**src/modem_defines.vh**
```
// Constants for the radio modem host port
// What this block does
// - Payload moves as async serial: host rxd into the modem, txd out to host.
// - Transmit indicator is on exactly while the radio is sending over the air. The code registers air_tx_busy, so the indicator lags by one mclk cycle.
// - Receive indicator is on only while valid received data is handled.
// - Reset pin low for 1 ms resets the controller; host holds it that long.
// - Init pin low at power-up restores defaults, effective at next power-up.
// - Mode pin high selects command mode; low selects the configured data mode.
// - Modem sends on txd only while cts is low; host raises cts when full. Code checks cts only when a character starts.
// - Rts low means ready for input, high means busy; host then holds off.
// - Channel command is prefix, two ASCII hex digits, then CR and LF.
// - Channels 0 to 63 accepted, 433.200 MHz to 434.775 MHz in even steps.
// - Modem answers with report prefix, equals, two hex digits, CR, LF.
// - Characters are eight data bits, no parity, one or two stop bits.
// - Link runs at a selectable rate from 1200 to 57600 bit/s.
`ifndef MODEM_DEFINES_VH
`define MODEM_DEFINES_VH
`define CLK_HZ          40000000
`define OVERSAMPLE      16
`define DIV16(r)        (`CLK_HZ / (`OVERSAMPLE * (r)))
`define RATE_1200       1200
`define RATE_2400       2400
`define RATE_4800       4800
`define RATE_9600       9600
`define RATE_19200      19200
`define RATE_38400      38400
`define RATE_57600      57600
`define RESET_HOLD_US   1000
`define RESET_HOLD_CYC_DFLT ((`CLK_HZ / 1000000) * `RESET_HOLD_US)
`define INIT_SETTLE     5'h0F
`define MID_SAMPLE      4'h7
`define LAST_TICK       4'hF
`define LAST_BIT        3'h7
`define CH_MAX_HI       4'h3
`define CH_DEFAULT      6'h00
`define DATA_W          8
`define FIFO_DEPTH      8
`define FIFO_AW         3
`define CHR_AT          8'h40
`define CHR_C           8'h43
`define CHR_H           8'h48
`define CHR_STAR        8'h2A
`define CHR_EQ          8'h3D
`define CHR_CR          8'h0D
`define CHR_LF          8'h0A
`define CHR_0           8'h30
`define CHR_9           8'h39
`define CHR_A_UP        8'h41
`define CHR_F_UP        8'h46
`define CHR_A_LO        8'h61
`define CHR_F_LO        8'h66
`define HEX_ALPHA       8'h37
`define HEX_ALPHA_LO    8'h57
`define PIN_RXD         0
`define PIN_CTS         1
`define PIN_MODE        2
`define PIN_RST         3
`define PIN_INIT        4
`define PIN_COUNT       5
`endif

```
**src/modem_host_port.v**
```verilog
// Host serial port and channel command interpreter of the radio modem
`include "modem_defines.vh"
module modem_host_port #(
  parameter RESET_HOLD_CYC = `RESET_HOLD_CYC_DFLT
) (
  input  wire       mclk,
  input  wire       rst_n,
  input  wire       rxd,
  output reg        txd,
  output reg        rts,
  input  wire       cts,
  input  wire       mode_sel,
  input  wire       reset_pin_n,
  input  wire       settings_init_pin_n,
  input  wire [2:0] baud_sel,
  input  wire       two_stop,
  output reg        command_mode,
  output reg  [5:0] channel,
  output reg        defaults_restored,
  output wire       internal_reset,
  output wire [7:0] air_tx_data,
  output wire       air_tx_valid,
  input  wire       air_tx_ready,
  input  wire       air_tx_busy,
  input  wire [7:0] air_rx_data,
  input  wire       air_rx_valid,
  output wire       air_rx_ready,
  input  wire       air_rx_good,
  output reg        transmit_indicator,
  output reg        receive_indicator
);
  localparam [15:0] HOLD_LIM = RESET_HOLD_CYC[15:0];
  localparam [3:0] RX_IDLE = 4'h1, RX_START = 4'h2, RX_DATA = 4'h4, RX_STOP = 4'h8;
  localparam [3:0] TX_IDLE = 4'h1, TX_START = 4'h2, TX_DATA = 4'h4, TX_STOP = 4'h8;
  localparam [6:0] P_AT = 7'h01, P_C = 7'h02, P_H = 7'h04, P_D1 = 7'h08;
  localparam [6:0] P_D2 = 7'h10, P_CR = 7'h20, P_LF = 7'h40;

  // Hex digit to {valid, nibble}
  function [4:0] hex_val;
    input [7:0] c;
    begin
      if (c >= `CHR_0 && c <= `CHR_9) hex_val = {1'b1, c[3:0]};
      else if (c >= `CHR_A_UP && c <= `CHR_F_UP) hex_val = {1'b1, c[3:0] + 4'h9};
      else if (c >= `CHR_A_LO && c <= `CHR_F_LO) hex_val = {1'b1, c[3:0] + 4'h9};
      else hex_val = 5'h00;
    end
  endfunction

  // Nibble to upper-case ASCII hex
  function [7:0] hex_chr;
    input [3:0] n;
    begin
      if (n > 4'h9) hex_chr = {4'h0, n} + `HEX_ALPHA;
      else hex_chr = {4'h0, n} + `CHR_0;
    end
  endfunction

  // Oversample divider per selected rate
  function [11:0] baud_div;
    input [2:0] sel;
    integer d;
    begin
      case (sel)
        3'h0: d = `DIV16(`RATE_1200);
        3'h1: d = `DIV16(`RATE_2400);
        3'h2: d = `DIV16(`RATE_4800);
        3'h3: d = `DIV16(`RATE_9600);
        3'h4: d = `DIV16(`RATE_19200);
        3'h5: d = `DIV16(`RATE_38400);
        default: d = `DIV16(`RATE_57600);
      endcase
      baud_div = d[11:0] - 12'h001;
    end
  endfunction

  // Pin synchronisers: three flops, a change counts once two agree
  wire [`PIN_COUNT-1:0] pin_raw;
  wire [`PIN_COUNT-1:0] pin_f;
  assign pin_raw = {settings_init_pin_n, reset_pin_n, mode_sel, cts, rxd};
  genvar gi;
  generate
    for (gi = 0; gi < `PIN_COUNT; gi = gi + 1) begin : sy
      reg s1_q, s2_q, s3_q, f_q;
      always @(posedge mclk) begin
        if (!rst_n) begin
          s1_q <= 1'b1;
          s2_q <= 1'b1;
          s3_q <= 1'b1;
          f_q  <= 1'b1;
        end else begin
          s1_q <= pin_raw[gi];
          s2_q <= s1_q;
          s3_q <= s2_q;
          if (s2_q == s3_q) f_q <= s2_q;
        end
      end
      assign pin_f[gi] = f_q;
    end
  endgenerate

  // Reset pin must stay low for the full hold time
  reg [15:0] hold_cnt_q;
  reg        hold_rst_q;
  always @(posedge mclk) begin
    if (!rst_n) begin
      hold_cnt_q <= 16'h0000;
      hold_rst_q <= 1'b0;
    end else if (pin_f[`PIN_RST]) begin
      hold_cnt_q <= 16'h0000;
      hold_rst_q <= 1'b0;
    end else if (hold_cnt_q == HOLD_LIM) begin
      hold_rst_q <= 1'b1;
    end else begin
      hold_cnt_q <= hold_cnt_q + 16'h0001;
    end
  end
  wire srst_n = rst_n & ~hold_rst_q;
  assign internal_reset = hold_rst_q;

  // Init pin sampled once, after the filter needs four edges to reach the pin level
  reg [4:0] settle_q;
  always @(posedge mclk) begin
    if (!rst_n) begin
      settle_q          <= 5'h00;
      defaults_restored <= 1'b0;
    end else begin
      settle_q <= {settle_q[3:0], 1'b1};
      if (settle_q == `INIT_SETTLE) defaults_restored <= ~pin_f[`PIN_INIT];
    end
  end

  // Oversample tick
  reg [11:0] div_q;
  wire       tick = (div_q == 12'h000);
  always @(posedge mclk) begin
    if (!srst_n) div_q <= 12'h000;
    else if (tick) div_q <= baud_div(baud_sel);
    else div_q <= div_q - 12'h001;
  end

  // Receiver: 8N1 characters from the host
  reg [3:0] rx_st_q;
  reg [3:0] rx_tk_q;
  reg [2:0] rx_bit_q;
  reg [7:0] rx_sh_q;
  reg       rx_done_q;
  always @(posedge mclk) begin
    if (!srst_n) begin
      rx_st_q   <= RX_IDLE;
      rx_tk_q   <= 4'h0;
      rx_bit_q  <= 3'h0;
      rx_sh_q   <= 8'h00;
      rx_done_q <= 1'b0;
    end else begin
      rx_done_q <= 1'b0;
      if (tick) begin
        rx_tk_q <= rx_tk_q + 4'h1;
        case (rx_st_q)
          RX_IDLE: begin
            rx_tk_q <= 4'h0;
            if (!pin_f[`PIN_RXD]) rx_st_q <= RX_START;
          end
          RX_START: begin
            if (rx_tk_q == `MID_SAMPLE) begin
              rx_tk_q  <= 4'h0;
              rx_bit_q <= 3'h0;
              rx_st_q  <= pin_f[`PIN_RXD] ? RX_IDLE : RX_DATA;
            end
          end
          RX_DATA: begin
            if (rx_tk_q == `LAST_TICK) begin
              rx_sh_q <= {pin_f[`PIN_RXD], rx_sh_q[7:1]};
              rx_bit_q <= rx_bit_q + 3'h1;
              if (rx_bit_q == `LAST_BIT) rx_st_q <= RX_STOP;
            end
          end
          RX_STOP: begin
            if (rx_tk_q == `LAST_TICK) begin
              rx_done_q <= pin_f[`PIN_RXD];
              rx_st_q   <= RX_IDLE;
            end
          end
          default: rx_st_q <= RX_IDLE;
        endcase
      end
    end
  end

  // Mode follows the filtered pin
  always @(posedge mclk) begin
    if (!srst_n) command_mode <= 1'b1;
    else command_mode <= pin_f[`PIN_MODE];
  end

  // Host payload buffered toward the radio in data mode
  wire fifo_in_ready;
  byte_fifo #(
    .W  (`DATA_W),
    .D  (`FIFO_DEPTH),
    .AW (`FIFO_AW)
  ) u_fifo (
    .mclk        (mclk),
    .srst_n      (srst_n),
    .in_data     (rx_sh_q),
    .in_valid    (rx_done_q & ~command_mode),
    .in_ready    (fifo_in_ready),
    .out_data_q  (air_tx_data),
    .out_valid_q (air_tx_valid),
    .out_ready   (air_tx_ready)
  );

  // Channel command parser
  reg [6:0] ps_q;
  reg [3:0] hi_q;
  reg [3:0] lo_q;
  reg       resp_start;
  wire [4:0] hv = hex_val(rx_sh_q);
  always @(posedge mclk) begin
    if (!srst_n) begin
      ps_q       <= P_AT;
      hi_q       <= 4'h0;
      lo_q       <= 4'h0;
      channel    <= `CH_DEFAULT;
      resp_start <= 1'b0;
    end else begin
      resp_start <= 1'b0;
      if (rx_done_q & command_mode) begin
        ps_q <= (rx_sh_q == `CHR_AT) ? P_C : P_AT;
        case (ps_q)
          P_C:  if (rx_sh_q == `CHR_C) ps_q <= P_H;
          P_H:  if (rx_sh_q == `CHR_H) ps_q <= P_D1;
          P_D1: if (hv[4]) begin
            hi_q <= hv[3:0];
            ps_q <= P_D2;
          end
          P_D2: if (hv[4]) begin
            lo_q <= hv[3:0];
            ps_q <= P_CR;
          end
          P_CR: if (rx_sh_q == `CHR_CR) ps_q <= P_LF;
          P_LF: if (rx_sh_q == `CHR_LF) begin
            if (hi_q <= `CH_MAX_HI) channel <= {hi_q[1:0], lo_q};
            resp_start <= 1'b1;
          end
          default: ;
        endcase
      end
    end
  end

  // Report: prefix, equals, two digits, CR, LF
  reg       resp_busy_q;
  reg [2:0] resp_idx_q;
  reg [7:0] resp_byte;
  always @* begin
    case (resp_idx_q)
      3'h0: resp_byte = `CHR_STAR;
      3'h1: resp_byte = `CHR_C;
      3'h2: resp_byte = `CHR_H;
      3'h3: resp_byte = `CHR_EQ;
      3'h4: resp_byte = hex_chr({2'b00, channel[5:4]});
      3'h5: resp_byte = hex_chr(channel[3:0]);
      3'h6: resp_byte = `CHR_CR;
      default: resp_byte = `CHR_LF;
    endcase
  end

  // Transmitter toward the host, paced by cts
  reg [3:0] tx_st_q;
  reg [3:0] tx_tk_q;
  reg [2:0] tx_bit_q;
  reg [7:0] tx_sh_q;
  reg       tx_stop2_q;
  wire tx_free  = (tx_st_q == TX_IDLE) & ~pin_f[`PIN_CTS];
  wire ld_resp  = tx_free & resp_busy_q;
  assign air_rx_ready = tx_free & ~resp_busy_q & ~command_mode;
  wire ld_air   = air_rx_ready & air_rx_valid;
  always @(posedge mclk) begin
    if (!srst_n) begin
      tx_st_q     <= TX_IDLE;
      tx_tk_q     <= 4'h0;
      tx_bit_q    <= 3'h0;
      tx_sh_q     <= 8'h00;
      tx_stop2_q  <= 1'b0;
      txd         <= 1'b1;
      resp_busy_q <= 1'b0;
      resp_idx_q  <= 3'h0;
    end else begin
      if (resp_start) begin
        resp_busy_q <= 1'b1;
        resp_idx_q  <= 3'h0;
      end else if (ld_resp) begin
        resp_idx_q <= resp_idx_q + 3'h1;
        if (resp_idx_q == `LAST_BIT) resp_busy_q <= 1'b0;
      end
      if (ld_resp | ld_air) begin
        tx_sh_q    <= ld_resp ? resp_byte : air_rx_data;
        tx_stop2_q <= two_stop;
        tx_tk_q    <= 4'h0;
        tx_st_q    <= TX_START;
        txd        <= 1'b0;
      end else if (tick) begin
        tx_tk_q <= tx_tk_q + 4'h1;
        if (tx_tk_q == `LAST_TICK) begin
          case (tx_st_q)
            TX_START: begin
              tx_st_q  <= TX_DATA;
              tx_bit_q <= 3'h0;
              txd      <= tx_sh_q[0];
            end
            TX_DATA: begin
              tx_sh_q  <= {1'b0, tx_sh_q[7:1]};
              tx_bit_q <= tx_bit_q + 3'h1;
              txd      <= (tx_bit_q == `LAST_BIT) ? 1'b1 : tx_sh_q[1];
              if (tx_bit_q == `LAST_BIT) tx_st_q <= TX_STOP;
            end
            TX_STOP: begin
              if (tx_stop2_q) tx_stop2_q <= 1'b0;
              else tx_st_q <= TX_IDLE;
            end
            default: tx_st_q <= TX_IDLE;
          endcase
        end
      end
    end
  end

  // Flow control and radio activity indicators
  always @(posedge mclk) begin
    if (!srst_n) begin
      rts                <= 1'b1;
      transmit_indicator <= 1'b0;
      receive_indicator  <= 1'b0;
    end else begin
      rts                <= command_mode ? (resp_busy_q | resp_start) : ~fifo_in_ready;
      transmit_indicator <= air_tx_busy;
      receive_indicator  <= air_rx_good;
    end
  end
endmodule // modem_host_port

```
**src/byte_fifo.v**
```verilog
// Small FIFO with a registered output stage
module byte_fifo #(
  parameter W  = 8,
  parameter D  = 8,
  parameter AW = 3
) (
  input  wire         mclk,
  input  wire         srst_n,
  input  wire [W-1:0] in_data,
  input  wire         in_valid,
  output wire         in_ready,
  output reg  [W-1:0] out_data_q,
  output reg          out_valid_q,
  input  wire         out_ready
);
  reg [W-1:0] mem [0:D-1];
  reg [AW-1:0] wr_q;
  reg [AW-1:0] rd_q;
  reg [AW:0]   cnt_q;
  wire         push;
  wire         pop;

  // Full and empty from the word count
  assign in_ready = (cnt_q != D[AW:0]);
  assign push     = in_valid & in_ready;
  assign pop      = (cnt_q != {(AW+1){1'b0}}) & (~out_valid_q | out_ready);

  // Storage writes
  always @(posedge mclk) begin
    if (push) begin
      mem[wr_q] <= in_data;
    end
  end

  // Pointers, count and output register
  always @(posedge mclk) begin
    if (!srst_n) begin
      wr_q        <= {AW{1'b0}};
      rd_q        <= {AW{1'b0}};
      cnt_q       <= {(AW+1){1'b0}};
      out_valid_q <= 1'b0;
      out_data_q  <= {W{1'b0}};
    end else begin
      if (push) begin
        wr_q <= wr_q + 1'b1;
      end
      if (pop) begin
        rd_q       <= rd_q + 1'b1;
        out_data_q <= mem[rd_q];
      end
      if (pop) begin
        out_valid_q <= 1'b1;
      end else if (out_ready) begin
        out_valid_q <= 1'b0;
      end
      if (push & ~pop) begin
        cnt_q <= cnt_q + 1'b1;
      end else if (pop & ~push) begin
        cnt_q <= cnt_q - 1'b1;
      end
    end
  end
endmodule // byte_fifo

```
**config.mk**
```make
export PLATFORM = sky130hd
export DESIGN_NAME = modem_host_port
export DESIGN_NICKNAME = d
export VERILOG_FILES = /design/src/modem_host_port.v /design/src/byte_fifo.v
export VERILOG_INCLUDE_DIRS = /design/src /design/src/src
export SDC_FILE = /design/constraint.sdc
export NUM_CORES = 1
export LEC_CHECK = 0
export ABC_AREA = 1
export BUFFER_PORTS_ARGS = -buffer_cell sky130_fd_sc_hd__buf_4
export CORE_MARGIN = 1.5
export CORE_UTILIZATION = 40
export DETAILED_ROUTE_END_ITERATION = 10
export RECOVER_POWER = 100
export SLEW_MARGIN = 0
export SYNTH_ARGS = -nofsm -noshare
export SYNTH_HDL_FRONTEND = slang
export SYNTH_SLANG_ARGS = --single-unit
```
**constraint.sdc**
```tcl
create_clock -name mclk -period 3.35 [get_ports mclk]
set_clock_uncertainty 0.05 [all_clocks]
set_input_delay 1.005 -clock mclk [delete_from_list [all_inputs] [get_ports mclk]]
set_output_delay 1.005 -clock mclk [all_outputs]
set_load 0.1 [all_outputs]
```
# Yosys cells after proc, flatten, opt, wreduce, memory -nomap -nowiden
# Memory sizes are Yosys's and may differ from the RTL's. A register that Yosys moved wholly into a read port is not among the register bits.
# Cells that the tools add are included.
# W data, S select, Z words.
# totals
input_bits	23
ff_bits	137
elab_cells	259
n_memories	1
ram_bits	64
# classes
mux	62
eq_ne	53
add_sub_neg	17
reduce_logical	37
magnitude_cmp	9
bitwise	27
# mem_list
memory	words	word_bits	rd	rd_clocked_by_memory_dff	write_ports	line	text
u_fifo.mem	8	8	1	1	1	byte_fifo.v:16	reg [W-1:0] mem [0:D-1];
# op_table
op	count
$pmux W12 S6	1
$pmux W7 S7	1
$mux W4	11
$mux W8	5
$mux W12	3
$pmux W7 S5	1
$eq A3 B3 Y1 const B	8
$eq A8 B7 Y1 const B	3
$reduce_and A4 Y1	6
$sub A12 B1 Y12 const B	2
$mux W7	3
$reduce_and A3 Y1	7
$mux W5	4
$reduce_bool A2 Y1	10
$mux W1	18
$add A16 B1 Y16 const B	1
$eq A16 B16 Y1 const B	1
$eq A4 B4 Y1 const B	4
$eq A8 B4 Y1 const B	2
$ge A8 B7 Y1 const B	2
$le A8 B7 Y1 const B	2
$pmux W4 S4	1
$add A3 B1 Y3 const B	5
$add A2 B6 Y7 const B	2
44 further kinds	102

# Logic depth before layout (Yosys ltp)
# depth
depth_word	8
depth_mapped	17

# By module
# From an unflattened synthesis, not the netlist that was laid out.
# unflattened
cells_unflattened	1204
hier_area_um2	9721.8
# by_module_without_submodules
mod	seq_area_each_um2	area_each_um2	instances	cells_each
modem_host_port	2522.4	6090.8	1	832
byte_fifo	2302.2	3631.0	1	372

# Least setup slack after synthesis
# OpenSTA, ideal clock, no wires.
# synth_timing
kind	flip-flop to flip-flop
startpoint	reg u_fifo.out_valid_q
endpoint	reg u_fifo.cnt_q[3]
setup_time_ps	119
required_time_ps	3181
path_stages_with_launch	17
arrival_ps	2754
path_slack_ps	427
cell_sequence	dfxtp_1 -> inv_1 -> nor2_1 -> a31oi_1 -> inv_1 -> clkbuf_1 -> ha_1 -> inv_1 -> ha_1 -> nand2_1 -> nand2_1 -> a21oi_1 -> nor2_1 -> nor2_1 -> nand2_1 -> o21ai_0 -> a21oi_1
# synth_via
elab_chain_cells	6
elab_cells_between_ends	8
classes_between	1 x mux; 6 x bitwise; 1 x reduce/logical
# synth_lines
element	line	text
start: declaration	byte_fifo.v:13	output reg out_valid_q,
start signal: assignment	byte_fifo.v:41	out_valid_q <= 1'b0;
start signal: assignment	byte_fifo.v:52	out_valid_q <= 1'b1;
start signal: assignment	byte_fifo.v:54	out_valid_q <= 1'b0;
$not A1 Y1 *	byte_fifo.v:26	assign pop = (cnt_q != {(AW+1){1'b0}}) & (~out_valid_q | out_ready);
$or A1 B1 Y1 *	byte_fifo.v:26	
$and A1 B1 Y1 *	byte_fifo.v:26	
$not A1 Y1	byte_fifo.v:56	if (push & ~pop) begin
$and A1 B1 Y1	byte_fifo.v:56	
$mux W4 / $reduce_bool A2 Y1 (equally long branches)	n/a	
end signal: assignment	byte_fifo.v:40	cnt_q <= {(AW+1){1'b0}};
end signal: assignment	byte_fifo.v:57	cnt_q <= cnt_q + 1'b1;
end signal: assignment	byte_fifo.v:59	cnt_q <= cnt_q - 1'b1;
end: declaration	byte_fifo.v:19	reg [AW:0] cnt_q;
# Every way passes the cells marked *; elsewhere a longest branch is shown, timed or not.
# A chain may end at the register's enable or synchronous reset.

# Final worst setup path
# layout_timing
startpoint	reg command_mode
endpoint	out command_mode
# layout_rtl
element	line	text
start: declaration	modem_host_port.v:17	output reg command_mode,
start signal: assignment	modem_host_port.v:192	else command_mode <= pin_f[`PIN_MODE];
# No word-level cell between the ends.

==> impl_metrics.tcl <==
set metrics [dict create \
    synth_area_leader_cell "dfxtp_1" \
    vias 7336 \
    grt_pass1_wl_um 32000 \
    synthTopCellsByCount "nand2_1 (179), nor2_1 (148), dfxtp_1 (145)" \
    antenna_found_initial 0 \
    finalSetupTns_ns 0 \
    rsz0062_at_grt "false" \
    drtIter0Drc 381 \
    cts_tree "built" \
    ir_drop_uv 394 \
    cts-htree-levels 1 \
    drv_slew 0 \
    die_h_um 156 \
    clk_path_buf_depth 3 \
    io_buffers 45 \
    dp_cells 1455 \
    routed_wl_um 19000 \
    synthesis.area_um2 9350 \
    outcome "finished, final reports clean" \
    slowest_delay_ns 0.90 \
    avgSynthCellArea_um2 8.34 \
    critical_path_peak_fanout 6 \
    critPathSlowestCell "clkbuf_1" \
    fin_util_pct 46.7 \
    finalHoldViolations 0 \
    fmax_mhz 342 \
    hpwl_um 13100 \
    io_pins 46 \
    cts_hold_buf 0 \
    cts_setup_buffers 0 \
    drc 0 \
    worstMarginPinSlew_ns 1.22 \
    seq_area_frac_synth_pct 51.6 \
    routed_via_density 4.90 \
    cts_buffers 23 \
    yosysTopAreaCellShare_pct 31.0 \
    path_cells "clkbuf_1" \
    gr-usage-all-layers_pct 16.0 \
    cts.sinks 209 \
    critPathTopFamily "buffers and inverters" \
    power.leakage_nw 4.11 \
    rrSetupSlack_ns 0.57 \
    postSynthCellCount 1121 \
    ant_nets 0 \
    setup.worst_path.end_class "output pin" \
    post_dp_cell_area_um2 10000 \
    synth.most_common_cell "nand2_1" \
    layout.cells.non_filler 1496 \
    drv_cap 0 \
    synth-main-ff-cell "dfxtp_1" \
    grt_pass1_vias 6798 \
    relSlewSlack_pct 18.8 \
    async_flop_share_pct 0 \
    min_period_over_period_pct 87.3 \
    core_um2 22800 \
    synth-seq-cells 209 \
    grt_max_degree 49 \
    clkLatencyLatePin_ns 0.51 \
    post-route-cell-area_um2 10600 \
    dieArea_um2 24300 \
    root_buffer "clkbuf_16" \
    clk_transition_reported_paths_ns 0.06 \
    yosys_warnings 0 \
    syn_to_final_growth_pct 13.7 \
    synth_top_cells_by_area "dfxtp_1 (31%), edfxtp_1 (21%), nand2_1 (7.2%)" \
    die_w_um 156 \
    start_util_pct 41.0 \
    firstDrtPassIters 5 \
    crit_type "flip-flop to output pin" \
    cp.arrival_ns 1.87 \
    syn_nets 1171 \
    ctsResizeCount 0 \
    overflow 0 \
    yosys.cell_types.count 47 \
    synth_edf_count 64 \
    nets 1217 \
    period_minus_slack_ns 2.92 \
    n_antenna_cell 0 \
    cp_data_required_time_ns 2.29 \
    setup-violations-final 0 \
    cp_num_buf_inv 1 \
    start_kind "flip-flop" \
    num_rows 55 \
    hold_class "flip-flop to flip-flop" \
    layout-drive-gt1-share_pct 10.1 \
    wl_per_cell_um 12.7 \
    p_per_area_nw_per_um2 658 \
    gp_congestion 0.832 \
]
-- area by class of cell --
type	instances	area [µm²]
fillers	2242	12100
flip-flops and latches	209	4820
multi-input cells	737	3840
clock buffers	31	666
inverters	144	542
well taps	313	392
repair buffers	52	297
clock inverters	10	66.3
-- worst register-to-register path: cells and delay by family (launching register included) --
kind / cells / cell delay (ns)
fa+ha+maj: 1 / 0.16
buf+inv: 2 / 0.72
flops: 1 / 0.34
simple gates: 13 / 1.42
-- per-layer routing --
| layer | vias to the layer above | GRT usage (%) | wire length (µm) |
|---|---|---|---|
| met5 | - | 0 | 0 |
| met2 | 111 | 26.9 | 8590 |
| met3 | 31 | 2.56 | 780 |
| met1 | 3358 | 21.4 | 9230 |
| li1 | 3836 | - | - |
| met4 | 0 | 4.04 | 387 |
-- metrics by stage --
step	setup slack (ns)	hold slack [ns]	power (mW)
finish	0.426	0.359	6.99
global route	0.296	0.378	7.37
CTS	0.576	0.363	7.13
detailed placement	0.485	0.350	4.71
global placement	0.486	0.344	4.69
floorplan	0.427	0.343	4.29
-- path summary, 6_finish.rpt --
kind / cells past startpoint / start / end
min reg2reg: 1 / sy[0].s1_q / sy[0].s2_q
min: 1 / sy[0].s1_q / sy[0].s2_q
max: 1 / command_mode / command_mode
max reg2reg: 16 / div_q[7] / div_q[10]
-- power breakdown --
part           total (mW)  internal [mW]  switching [mW]
combinational        1.75          0.460            1.29
clock                2.40           1.40           0.996
sequential           2.85           2.75          0.0935
-- registers in the layout, summed over array words and instances (netlist names), 6 cells and up --
name               flops
channel                6
tx_sh_q                8
div_q                 12
rx_sh_q                8
hold_cnt_q            16
u_fifo.out_data_q      8
ps_q                   7
u_fifo.mem            64
-- cells in the final DEF, fill, tap and decap left out, drive strengths merged --
cell      count
a211oi        7
xor2          7
or2          20
o221ai        8
inv         145
nor2        162
o211ai       11
o21bai        1
nand3b        2
buf          27
nand2       185
o311ai        1
nor3         21
a21o          1
a21oi        90
fa            1
edfxtp       64
maj3          1
a31oi         4
o21a          1
o211a         1
clkinvlp      2
ha           26
nor3b         1
nor4          7
clkbuf       56
nand4        15
o21ai       101
dfxtp       145
clkinv        7
nand3        50
o22ai        13
-- kinds of logic (layout without fill, tap and decap cells) --
family                     Yosys count  in the layout  share of synthesized area, %
DFF                                209            209                          51.6
adders and majority gates           28             28                          3.80
and+or+nand+nor                    463            463                          22.5
AOI/OAI and AO/OA                  239            239                          14.1
xor gates and xnor gates             7              7                         0.656
buffers and inverters              175            237                          7.28
Note: power is estimated with default switching activity, not from simulation.
